===== src/design/status_indicator_regs.svh =====
// Timing and mask constants for the status indicator encoder
// Assumes a 250 MHz system clock; no software-visible registers
`ifndef STATUS_INDICATOR_REGS_SVH
`define STATUS_INDICATOR_REGS_SVH

// System clock rate in hertz
`define SI_CLK_FREQ_HZ 250000000
// Lock-out flash rate in millihertz
`define SI_LOCK_FLASH_MILLIHZ 1000
// Field-signal error flash rate in millihertz
`define SI_SIG_FLASH_MILLIHZ 500
// Field-signal error flash lit share in percent
`define SI_SIG_FLASH_ON_PCT 75
// Generic flash rate in millihertz
`define SI_GEN_FLASH_MILLIHZ 2000
// Generic flash lit share in percent
`define SI_GEN_FLASH_ON_PCT 50
// Channels whose output has fault monitoring: 7A and 8A
`define SI_LAMP_MON_MASK 16'h5000
// Field-signal connection count, total channel count and link port count
`define SI_NUM_CONN 8
`define SI_NUM_CHAN 16
`define SI_NUM_LINK 2

`endif


===== src/design/status_indicator_pkg.sv =====
// Types shared by the status indicator encoder
// Assumes the timing header is included by the design
`default_nettype none

package status_indicator_pkg;

    typedef enum logic [1:0] {
        COL_OFF,
        COL_GREEN,
        COL_RED,
        COL_YELLOW
    } colour_type;

    typedef enum logic [1:0] {
        PAT_LOCK,
        PAT_SIG,
        PAT_GEN
    } pattern_type;

endpackage

`default_nettype wire


===== src/design/status_indicator_encoder.sv =====
// Front-panel status indicator encoder
// Assumes all status inputs are synchronous levels on ref_clk
`timescale 1ns/1ps
`default_nettype none
`include "status_indicator_regs.svh"

// Contract
// (RL1) One indicator for fieldbus, diagnosis, each link port; two per field-signal connection.
// (RL2) Logic supply dark without supply, steady green when supply is in order.
// (RL3) Logic supply red while internal supply is below threshold.
// (RL4) Logic supply red while a firmware update runs.
// (RL5) Fieldbus dark when bus runs but safety communication is inactive.
// (RL6) Fieldbus steady green while safety communication is active.
// (RL7) Fieldbus flashes green while operator acknowledgement is required.
// (RL8) Fieldbus steady red on a general fieldbus error.
// (RL9) Fieldbus flashes red on an invalid fieldbus configuration.
// (RL10) Diagnosis dark when ready; steady red while configuration is pending.
// (RL11) Diagnosis flashes red at 1 Hz on system lock-out.
// (RL12) Diagnosis flashes red at 0.5 Hz, 75 percent lit, on field-signal error.
// (RL13) Channel indicator dark when inactive, steady yellow when active.
// (RL14) Channel indicator red when its output is overloaded.
// (RL15) Link port dark when communication is healthy and both outputs off.
// (RL16) Link port steady yellow when both safety switching outputs are active.
// (RL17) Link port flashes red on a communication error.
// (RL18) Output fault monitoring exists only on channel A of connections 7 and 8.
// (RL19) Other flash rates come from a free-running clock divider, fixed per pattern.
// (RL20) Most severe condition wins: errors, then acknowledge or activity, then dark.
module status_indicator_encoder #(
    parameter int unsigned LOCK_PERIOD = 32'(64'(`SI_CLK_FREQ_HZ) * 64'd1000
        / 64'(`SI_LOCK_FLASH_MILLIHZ)),
    parameter int unsigned SIG_PERIOD = 32'(64'(`SI_CLK_FREQ_HZ) * 64'd1000
        / 64'(`SI_SIG_FLASH_MILLIHZ)),
    parameter int unsigned GEN_PERIOD = 32'(64'(`SI_CLK_FREQ_HZ) * 64'd1000
        / 64'(`SI_GEN_FLASH_MILLIHZ))
) (
    input wire logic ref_clk,
    input wire logic srst,
    input wire logic ce,
    input wire logic supply_present,
    input wire logic supply_low,
    input wire logic fw_update,
    input wire logic bus_running,
    input wire logic safety_active,
    input wire logic ack_required,
    input wire logic bus_error,
    input wire logic config_invalid,
    input wire logic config_pending,
    input wire logic system_lockout,
    input wire logic signal_error,
    input wire logic [`SI_NUM_LINK-1:0] link_comm_error,
    input wire logic [`SI_NUM_LINK-1:0] first_safety_switching_output,
    input wire logic [`SI_NUM_LINK-1:0] second_safety_switching_output,
    input wire logic [`SI_NUM_CHAN-1:0] channel_active,
    input wire logic [`SI_NUM_CHAN-1:0] channel_overload,
    input wire logic [`SI_NUM_CHAN-1:0] lamp_fault,
    output var status_indicator_pkg::colour_type logic_supply_indicator,
    output var status_indicator_pkg::colour_type reserved_supply_indicator,
    output var status_indicator_pkg::colour_type fieldbus_indicator,
    output var status_indicator_pkg::colour_type diagnosis_indicator,
    output var status_indicator_pkg::colour_type [`SI_NUM_LINK-1:0] link_indicator,
    output var status_indicator_pkg::colour_type [`SI_NUM_CHAN-1:0] channel_indicator
);

    localparam int unsigned NUM_PAT = 3;
    localparam int unsigned PAT_PERIOD [NUM_PAT] = '{LOCK_PERIOD, SIG_PERIOD, GEN_PERIOD};
    localparam int unsigned PAT_ON [NUM_PAT] = '{
        LOCK_PERIOD / 2,
        32'(64'(SIG_PERIOD) * 64'(`SI_SIG_FLASH_ON_PCT) / 64'd100),
        32'(64'(GEN_PERIOD) * 64'(`SI_GEN_FLASH_ON_PCT) / 64'd100)
    };
    localparam logic [`SI_NUM_CHAN-1:0] LAMP_MON = `SI_LAMP_MON_MASK;

    logic [31:0] pat_cnt_r [NUM_PAT];
    logic [NUM_PAT-1:0] flash_r;
    logic [`SI_NUM_CHAN-1:0] lamp_seen;

    // Steady or flashing colour against dark
    function automatic status_indicator_pkg::colour_type flash_colour(
        input logic phase,
        input status_indicator_pkg::colour_type col
    );
        flash_colour = phase ? col : status_indicator_pkg::COL_OFF;
    endfunction

    // Free-running pattern dividers
    genvar p;
    generate
        for (p = 0; p < NUM_PAT; p++) begin : g_pat
            always_ff @(posedge ref_clk) begin
                if (srst) begin
                    pat_cnt_r[p] <= 32'h0;
                    flash_r[p] <= 1'b0;
                end else if (ce) begin
                    if (pat_cnt_r[p] >= PAT_PERIOD[p] - 32'd1) begin // RL19
                        pat_cnt_r[p] <= 32'h0;
                    end else begin
                        pat_cnt_r[p] <= pat_cnt_r[p] + 32'd1;
                    end
                    flash_r[p] <= (pat_cnt_r[p] < PAT_ON[p]); // RL11 RL12 RL19
                end
            end
        end
    endgenerate

    // Logic supply indicator
    always_ff @(posedge ref_clk) begin
        if (srst) begin
            logic_supply_indicator <= status_indicator_pkg::COL_OFF;
            reserved_supply_indicator <= status_indicator_pkg::COL_OFF;
        end else if (ce) begin
            reserved_supply_indicator <= status_indicator_pkg::COL_OFF;
            if (!supply_present) begin
                logic_supply_indicator <= status_indicator_pkg::COL_OFF; // RL2
            end else if (supply_low || fw_update) begin
                logic_supply_indicator <= status_indicator_pkg::COL_RED; // RL3 RL4 RL20
            end else begin
                logic_supply_indicator <= status_indicator_pkg::COL_GREEN; // RL2
            end
        end
    end

    // Fieldbus indicator
    always_ff @(posedge ref_clk) begin
        if (srst) begin
            fieldbus_indicator <= status_indicator_pkg::COL_OFF;
        end else if (ce) begin
            if (bus_error) begin
                fieldbus_indicator <= status_indicator_pkg::COL_RED; // RL8 RL20
            end else if (config_invalid) begin
                fieldbus_indicator <= flash_colour(flash_r[status_indicator_pkg::PAT_GEN],
                    status_indicator_pkg::COL_RED); // RL9
            end else if (ack_required) begin
                fieldbus_indicator <= flash_colour(flash_r[status_indicator_pkg::PAT_GEN],
                    status_indicator_pkg::COL_GREEN); // RL7
            end else if (bus_running && safety_active) begin
                fieldbus_indicator <= status_indicator_pkg::COL_GREEN; // RL6
            end else begin
                fieldbus_indicator <= status_indicator_pkg::COL_OFF; // RL5
            end
        end
    end

    // Diagnosis indicator
    always_ff @(posedge ref_clk) begin
        if (srst) begin
            diagnosis_indicator <= status_indicator_pkg::COL_OFF;
        end else if (ce) begin
            if (system_lockout) begin
                diagnosis_indicator <= flash_colour(flash_r[status_indicator_pkg::PAT_LOCK],
                    status_indicator_pkg::COL_RED); // RL11 RL20
            end else if (signal_error) begin
                diagnosis_indicator <= flash_colour(flash_r[status_indicator_pkg::PAT_SIG],
                    status_indicator_pkg::COL_RED); // RL12
            end else if (config_pending) begin
                diagnosis_indicator <= status_indicator_pkg::COL_RED; // RL10
            end else begin
                diagnosis_indicator <= status_indicator_pkg::COL_OFF; // RL10
            end
        end
    end

    // Link port indicators
    genvar l;
    generate
        for (l = 0; l < `SI_NUM_LINK; l++) begin : g_link
            always_ff @(posedge ref_clk) begin
                if (srst) begin
                    link_indicator[l] <= status_indicator_pkg::COL_OFF;
                end else if (ce) begin
                    if (link_comm_error[l]) begin
                        link_indicator[l] <= flash_colour(
                            flash_r[status_indicator_pkg::PAT_GEN],
                            status_indicator_pkg::COL_RED); // RL17 RL20
                    end else if (first_safety_switching_output[l]
                            && second_safety_switching_output[l]) begin
                        link_indicator[l] <= status_indicator_pkg::COL_YELLOW; // RL16
                    end else begin
                        link_indicator[l] <= status_indicator_pkg::COL_OFF; // RL15
                    end
                end
            end
        end
    endgenerate

    // Lamp fault only seen where monitoring exists
    assign lamp_seen = lamp_fault & LAMP_MON; // RL18

    // Field-signal channel indicators, two per connection
    genvar c;
    generate
        for (c = 0; c < `SI_NUM_CHAN; c++) begin : g_chan // RL1
            always_ff @(posedge ref_clk) begin
                if (srst) begin
                    channel_indicator[c] <= status_indicator_pkg::COL_OFF;
                end else if (ce) begin
                    if (channel_overload[c] || lamp_seen[c]) begin
                        channel_indicator[c] <= status_indicator_pkg::COL_RED; // RL14 RL20
                    end else if (channel_active[c]) begin
                        channel_indicator[c] <= status_indicator_pkg::COL_YELLOW; // RL13
                    end else begin
                        channel_indicator[c] <= status_indicator_pkg::COL_OFF; // RL13
                    end
                end
            end
        end
    endgenerate
endmodule // status_indicator_encoder
`default_nettype wire


===== config.mk =====
export PLATFORM = sky130hd
export DESIGN_NAME = status_indicator_encoder
export DESIGN_NICKNAME = d
export VERILOG_FILES = /design/src/design/status_indicator_pkg.sv /design/src/design/status_indicator_encoder.sv
export VERILOG_INCLUDE_DIRS = /design/src /design/src/design
export SDC_FILE = /design/constraint.sdc
export NUM_CORES = 1
export LEC_CHECK = 0
export ABC_AREA = 1
export BUFFER_PORTS_ARGS = -buffer_cell sky130_fd_sc_hd__clkbuf_2
export CAP_MARGIN = 0
export CORE_MARGIN = 2
export CORE_UTILIZATION = 35
export DETAILED_ROUTE_END_ITERATION = 6
export GPL_TIMING_DRIVEN = 0
export PLACE_DENSITY = 0.57
export REMOVE_ABC_BUFFERS = 1
export SLEW_MARGIN = 40
export SYNTH_ARGS = -nofsm -noshare
export SYNTH_HDL_FRONTEND = slang
export SYNTH_SLANG_ARGS = --single-unit

===== constraint.sdc =====
create_clock -name ref_clk -period 3.35 [get_ports ref_clk]
set_input_delay 0.335 -clock ref_clk [delete_from_list [all_inputs] [get_ports ref_clk]]
set_output_delay 0.335 -clock ref_clk [all_outputs]
set_load 0.01 [all_outputs]

# After elaboration in Yosys (flattened, before gate mapping)
# Memories as Yosys holds them, arrays and structs flattened.
# Index checks and enable logic that the tools add are counted.
# word_totals
ff_bits	45
ram_bits	96
elab_cells	127
mem_count	1
# classes
add_sub_neg	3
n_lt_le_gt_ge	6
n_mux	81
n_bitwise	6
reduce_logical	6
# memory_table
memory	depth	width	read_ports	rd_ports_with_merged_regs	write_ports	line	source
pat_cnt_r	3	32	3	0	3	status_indicator_encoder.sv:73	logic [31:0] pat_cnt_r [NUM_PAT];
# ops
cell	count
32-bit 2-to-1 mux	6
32-bit by 1-bit adder with 32-bit output, second input constant	3
2-bit 2-to-1 mux	46
32-bit by 27-bit >= comparator with 1-bit output, second input constant	1
32-bit by 28-bit >= comparator with 1-bit output, second input constant	1
32-bit by 29-bit >= comparator with 1-bit output, second input constant	1
32-bit by 26-bit < comparator with 1-bit output, second input constant	1
32-bit by 27-bit < comparator with 1-bit output, second input constant	1
32-bit by 29-bit < comparator with 1-bit output, second input constant	1
1-bit 2-to-1 mux	29
1-bit OR	6
1-bit logical AND	3
1-bit logical OR	3

# Depth between registers and ports, before layout
# Gate-level depths: netlist of the first run.
# An unclocked memory read counts as a cell.
# depth
ltp_word	8
mapped_depth	11
ltp_nobuf	10

# Least setup slack after synthesis of the first run
# Ideal clock, no wire load.
# synth_timing
kind	in2reg
startpoint	in ce
endpoint	mem pat_cnt_r[0][0] (enable)
setup_time_ps	449
arrival_time_ps	2512
required_ps	2901
setup_slack_ps	389
path_stages	3
cell_sequence	nor2_1 > clkbuf_1 > inv_1
# synth_rtl
item	line	source
start, declared	status_indicator_encoder.sv:38	input wire logic ce,
end, declared	status_indicator_encoder.sv:73	

==> flow_summary.ini, run 1 <==
[clock_tree]
clkLatencyLatePin_ns = 0.44
cts_tree = built
clk_pin_slew_ns = 0.07
cts_root_buffer = clkbuf_16
cts_buffers = 17
cts.sinks = 140
post_cts_buffers = 0
cts_hold_buf = 0
cts_resized = 0
htreeDepth = 4
cts_buffer_depth = 2

[pwr]
p_sw_share_pct = 25.7
ir_worst_vdd_v = 0.000268
p_comb_share_pct = 6.7
intPower_mw = 3.16
pwr-share-seq_pct = 47.2
p_per_area_nw_per_um2 = 456
cellLeakagePower_nw = 3.75
power.switching_mw = 1.09
power_mw = 4.25
clkPwrFrac_pct = 46.1

[sta]
clock-skew-final_ns = 0.0108
setup_tns_ns = 0
rsz0062_at_grt = no
timing.fmax_ghz = 0.466
layout_setup_ws_ns = 1.20
hold_ws_ns = 0.121
setup_viol = 0
max_slew_margin_pct = 53.1
slew_violations = 0
finalHoldViolCount = 0
post-route-period-util_pct = 64.0
period_needed_ns = 2.15
worst_slew_pin_slew_ns = 0.701

[finish]
n_antenna_cell = 0
seq_area_sq_um = 3760
syn2layout_area_growth_pct = 19.3
drive_above_1_share_pct = 14.2
fin_nets = 1200
n_fill_cell = 2287
multi_input_area_sq_um = 3580
final_area_sq_um = 9330

[grt]
grt_usage_pct = 15.8
grt_first_pass_wirelength_mm = 30.2
antenna_found_initial = 0
overflow = 0
grt_pass1_vias = 6215
grt_max_degree = 79

[worst_setup_path]
crit_type = register to register
worstPathMaxFanout = 29
critPathRequiredTime_ns = 3.49
endpoint_kind = register
r2r_cells = 8
worstSetupStartpointType = register
critPathArrivalTime_ns = 2.29

[routing]
avgRoutedWirePerCell_microns = 12.8
first_pass_iters = 5
drt_iter0_markers = 379
remaining_drc_errors = 0
post_drt_via_cell_ratio = 4.61
antenna_left = 0
routed_wl_mm = 18.2
route.vias.total = 6550

[die]
die_h_microns = 153
die-area_sq_um = 23500
core_sq_um = 21900
initial_utilization_pct = 35.7
rows = 54
ioPinCount = 112
die_w_microns = 153

[min_path]
hold_path.class = primary input to register
min_path_cells = 3

[synth]
yosysWarnings = 0
synth_area_sq_um = 7820
synth_cell_types = 32
syn_area_per_cell_sq_um = 7.70
ys_seq_area_share_pct = 48.1
ys_seq_elements = 140
synthCells = 1015

[placement]
dp_hpwl_mm = 13.2
globalplace.congestion = 0.887
place_area_sq_um = 8720
port_buffers = 94
dp_worst_setup_slack_ns = 0.786

[run]
drv_cap = 0

[run_status]
status = finished, final reports clean
==> synthesized netlist by cell type <==
master | count | area [sq um]
o211ai_1 | 1 | 7.51
inv_1 | 111 | 417
a211oi_1 | 1 | 7.51
nor2_1 | 210 | 788
inv_2 | 2 | 7.51
nor3_2 | 2 | 20.0
o21ai_0 | 29 | 145
xnor2_1 | 15 | 131
o31ai_1 | 1 | 7.51
or2_2 | 4 | 25.0
conb_1 | 1 | 3.75
nand2_2 | 3 | 18.8
nand4_1 | 15 | 93.8
a32o_1 | 15 | 150
clkbuf_1 | 8 | 30.0
a32oi_1 | 2 | 17.5
a21oi_1 | 18 | 90.1
nand3_1 | 57 | 285
or2_1 | 1 | 6.26
buf_2 | 1 | 5.00
o21bai_1 | 1 | 7.51
nor2_2 | 14 | 87.6
nor3_1 | 12 | 60.1
dfxtp_1 | 44 | 881
ha_1 | 3 | 37.5
buf_4 | 6 | 45.0
buf_6 | 3 | 33.8
edfxtp_1 | 96 | 2880
nand2_1 | 287 | 1080
xor2_1 | 37 | 324
nor2_4 | 3 | 33.8
nand3b_1 | 12 | 90.1
==> stage by stage <==
stage                     utilization [%]  std cells
after floorplan                         -       1011
after global placement               39.2       1385
after detailed placement             39.8       1390
after CTS                            42.6       1422
after global routing                 42.6       1422
final                                42.6       1422
==> per-layer routing <==
layer,track usage (%),vias up,share of wire (%)
li1,-,3486,-
met1,21.3,2933,49
met2,25.6,109,46
met3,3.23,22,3.3
met4,5.02,0,1.6
met5,0,-,0
==> cells in the final DEF (no fill, tap or decap), drive strengths merged <==
cell type	n
a32o	15
a21oi	18
o21ai	29
ha	3
inv	124
dfxtp	44
conb	15
a32oi	2
o31ai	1
or2	5
clkinv	1
buf	5
o21bai	1
nand2	290
nor2	227
xor2	37
nand3b	12
nand3	57
a211oi	1
nand4	15
clkbuf	114
nor3	14
o211ai	1
xnor2	15
edfxtp	96
==> sequential cells by signal, summed over array words and instances (netlist names) <==
signal                  cells
channel_indicator          32
diagnosis_indicator         1
fieldbus_indicator          2
flash_r                     3
link_indicator              4
logic_supply_indicator      2
pat_cnt_r                  96
==> worst max-delay path, stage by stage (launching register included) <==
cell	delay [ns]
edfxtp_1	0.40
ha_1	0.23
inv_1	0.12
nor2_4	0.21
nand4_1	0.11
nand2_1	0.08
nand2_1	0.06
nand2_2	0.52
a21oi_1	0.12
==> area by class of cell <==
type,instances,area share (%)
sequential,140,40.4
multi-input combinational,758,38.4
timing repair buffer,99,6.39
clock buffer,20,5.37
inverter,113,4.63
tap,280,3.76
clock inverter,12,1.14
==> worst paths after layout <==
kind                                             from                    end  slack (ns)
worst max-delay path                  pat_cnt_r[1][0]       pat_cnt_r[1][21]        1.20
worst min-delay path              channel_overload[5]  channel_indicator[11]        0.12
worst max register to register        pat_cnt_r[1][0]       pat_cnt_r[1][21]        1.20
worst min register to register  channel_indicator[21]  channel_indicator[21]        0.45
==> logic make-up after synthesis <==
logic type | Yosys count | share of synthesized area, %
adder cells (fa/ha/maj) | 3 | 0.480
AO/OA/AOI/OAI | 68 | 5.54
other | 1 | 0.0480
AND/OR/NAND/NOR | 620 | 33.1
XOR/XNOR | 52 | 5.83
flip-flops | 140 | 48.1
buffers and inverters | 131 | 6.88
==> power by group through the flow <==
stage / Clock, mW / Combinational, mW / Sequential [mW]
finish: 1.96 / 0.286 / 2.01
global route: 2.06 / 0.326 / 2.02
CTS: 2.01 / 0.289 / 2.01
detailed placement: 0 / 0.287 / 2.05
global placement: 0 / 0.265 / 2.05
floorplan: 0 / 0.151 / 2.04
(Power assumes the default switching activity.)
==> inputs of run 2 (changes only) <==
--- a/config.mk
+++ b/config.mk
@@ -6,14 +6,14 @@
 export SDC_FILE = /design/constraint.sdc
 export NUM_CORES = 1
 export LEC_CHECK = 0
-export ABC_AREA = 1
+export ABC_AREA = 0
 export BUFFER_PORTS_ARGS = -buffer_cell sky130_fd_sc_hd__clkbuf_2
 export CAP_MARGIN = 0
 export CORE_MARGIN = 2
 export CORE_UTILIZATION = 35
 export DETAILED_ROUTE_END_ITERATION = 6
 export GPL_TIMING_DRIVEN = 0
-export PLACE_DENSITY = 0.57
+export PLACE_DENSITY = 0.6
 export REMOVE_ABC_BUFFERS = 1
 export SLEW_MARGIN = 40
 export SYNTH_ARGS = -nofsm -noshare
==> constraint.sdc (replaced) <==
create_clock -name ref_clk -period 1.76 [get_ports ref_clk]
set_input_delay 0.176 -clock ref_clk [delete_from_list [all_inputs] [get_ports ref_clk]]
set_output_delay 0.176 -clock ref_clk [all_outputs]
set_load 0.01 [all_outputs]
==> run 2 against run 1 <==
  * The flow now finishes with violations (negative setup slack)
  * Wire length fell by 8.7%
  * Fmax decreased by 4.3%
  * Total power grew 88%
  * Clock skew down 0.0048 ns
  * Critical endpoint is now pat_cnt_r[1][4]
  * Largest power group unchanged
==> flow_summary.ini, run 2 <==
[run_status]
status = finished, violations left
violations = negative setup slack

[clock_tree]
cts_buffers = 17
cts_root_buffer = clkbuf_16
clk_pin_slew_ns = 0.06
clkLatencyLatePin_ns = 0.42
cts_buffer_depth = 2
htreeDepth = 4
cts.sinks = 140
cts_tree = built

[pwr]
pwr-share-seq_pct = 47.8
p_comb_share_pct = 8.0
cellLeakagePower_nw = 3.52
ir_worst_vdd_v = 0.000602
p_sw_share_pct = 25.2
intPower_mw = 5.99
clkPwrFrac_pct = 44.2
p_per_area_nw_per_um2 = 852
power_mw = 8.01
power.switching_mw = 2.01

[synth]
synthTopCellsByCount = nor2_1, edfxtp_1, xor2_1
yosysWarnings = 0
syn_area_per_cell_sq_um = 9.94
ys_seq_area_share_pct = 53.5
synth_edf_count = 96
synth_area_sq_um = 7030
synth_cell_types = 53
ys_seq_elements = 140
synth-async-reset-ratio_pct = 0
synthTopCellsByArea = edfxtp_1, dfxtp_1, nor2_1
yosysTopAreaCell = edfxtp_1
synth_most_common_cell = nor2_1
yosysTopAreaCellShare_pct = 41.0
synth-main-ff-cell = edfxtp_1
synthCells = 708

[grt]
grt_max_degree = 82
antenna_found_initial = 0
met2_usage_pct = 24.5
grt_first_pass_wirelength_mm = 27.6
grt_usage_pct = 15.7
grt_pass1_vias = 5590
met3_usage_pct = 3.17
met1_usage_pct = 21.2
overflow = 0
grt_busiest_layer = met2

[finish]
instances_no_fill = 1153
reg_top3 = pat_cnt_r x96, channel_indicator x32, link_indicator x4
regMostFlops = pat_cnt_r
seq_area_sq_um = 3760
n_antenna_cell = 0
n_fill_cell = 1798
fin_nets = 946
drive_above_1_share_pct = 30.7
layout_commonest_cell = nor2_1
multi_input_area_sq_um = 3570
final_cell_mix = nor2_1, edfxtp_1, clkbuf_2
largest_register_ffs = 96
syn2layout_area_growth_pct = 33.6

[worst_setup_path]
cpLargestDelayFamily = simple AND/OR/NAND/NOR gates
crit_type = register to register
cp_slowest_cell = or4_4
worstPathMaxFanout = 8
critPathBufInv = 1
slowest_delay_ns = 0.48
cp_common_cell = or4_4
cp_cell_sequence = nand4b_1 -> or4_4 -> or4_4 -> o21ai_4 -> buf_8 -> nor2_2
critPathArrivalTime_ns = 2.43
endpoint_kind = register
worstSetupStartpointType = register
critPathRequiredTime_ns = 1.94

[routing]
avgRoutedWirePerCell_microns = 14.4
route.vias.total = 5867
antenna_left = 0
first_pass_iters = 6
drt_iter0_markers = 387
post_drt_via_cell_ratio = 5.09
routed_wl_mm = 16.7
remaining_drc_errors = 0

[die]
die-area_sq_um = 21200
die_h_microns = 146
rows = 51
core_sq_um = 19600
die_w_microns = 146
initial_utilization_pct = 35.9
ioPinCount = 112

[sta]
period_needed_ns = 2.24
layout_setup_ws_ns = -0.482
worst_slew_pin_slew_ns = 0.601
timing.fmax_ghz = 0.446
post-route-period-util_pct = 127
slew_violations = 0
clock-skew-final_ns = 0.00601
setup_viol = 68
hold_ws_ns = 0.0179
max_slew_margin_pct = 59.4
finalHoldViolCount = 0
rsz0062_at_grt = yes

[placement]
port_buffers = 94
globalplace.congestion = 0.786
dp_worst_setup_slack_ns = -0.786
dp.cells = 1050
dp_hpwl_mm = 9.66

[min_path]
hold_path.class = primary input to register

[run]
drv_cap = 0
## run 2: changes by cell type after synthesis, sizes merged, moves of 12 or more
| cell | previous run | this run |
|---|---|---|
| a211oi | 1 | 20 |
| a21oi | 18 | 33 |
| a32o | 15 | 0 |
| and3 | 0 | 15 |
| clkbuf | 8 | 20 |
| inv | 113 | 7 |
| nand2 | 290 | 48 |
| nand2b | 0 | 21 |
| nand3 | 57 | 40 |
| nor2 | 227 | 139 |
| o21ai | 29 | 15 |
| xor2 | 37 | 53 |
## run 2: repair_timing
| action | CTS | global route |
|---|---|---|
| setup buffers | 43 | 14 |
| endpoints found under the hold margin | 9 | 0 |
| hold buffers | 9 | 0 |
| endpoints found under the setup margin | 85 | 154 |
| cloned | 5 | 0 |
| pin swaps | 61 | 26 |
| resized for setup | 59 | 51 |
## run 2: per-layer routing
layer  up-vias  wire [microns]
li1       2894               -
met1      2761            7730
met2       177            7810
met3        35             766
met4         0             342
met5         -               0
## run 2: through the flow
stage	TNS (ns)	utilization, %	instance area (sq um)
2_1_floorplan	-105.38	-	6930
4_1_cts	-13.33	46.6	9120
3_5_place_dp	-85.93	39.8	7800
6_report	-16.64	48.0	9400
3_3_place_gp	-383.75	39.5	7730
5_1_grt	-21.27	48.0	9400
## run 2: cell type report
| cell class | instances | area share [%] |
|---|---|---|
| clock buffers | 19 | 5.06 |
| clock inverters | 13 | 1.17 |
| inverters | 7 | 0.360 |
| multi-input cells | 546 | 38.0 |
| flip-flops and latches | 140 | 40.1 |
| well taps | 265 | 3.53 |
| repair buffers | 163 | 11.9 |
## run 2: worst paths after layout
path | startpoint | endpoint | slack (ns) | cells after the start
setup / recovery | pat_cnt_r[1][17] | pat_cnt_r[1][4] | -0.48 | 6
hold / removal | channel_active[1] | channel_indicator[2] | 0.02 | 3
hold reg to reg | flash_r[1] | flash_r[1] | 0.47 | 2
setup reg to reg | pat_cnt_r[1][17] | pat_cnt_r[1][4] | -0.48 | 6
## run 2: worst reg2reg max path: stages, from the launching register on
cell and delay [ns]:
edfxtp_1 0.41, nand4b_1 0.25, or4_4 0.45, or4_4 0.48, o21ai_4 0.18, buf_8 0.18, nor2_2 0.05
## run 2: power groups by stage
stage	sequential, mW	combinational [mW]	clock (mW)
floorplan	3.90	0.245	0
global placement	3.92	0.477	0
detailed placement	3.91	0.489	0
CTS	3.83	0.604	3.63
global route	3.85	0.709	3.78
finish	3.83	0.638	3.54
## run 2: kinds of logic after synthesis
family | synth area share (%)
other cells | 0.0533
simple gates | 25.0
buf+inv | 2.65
flops | 53.5
mux | 0.569
compound gates | 8.64
xor+xnor | 9.09
fa+ha+maj | 0.534
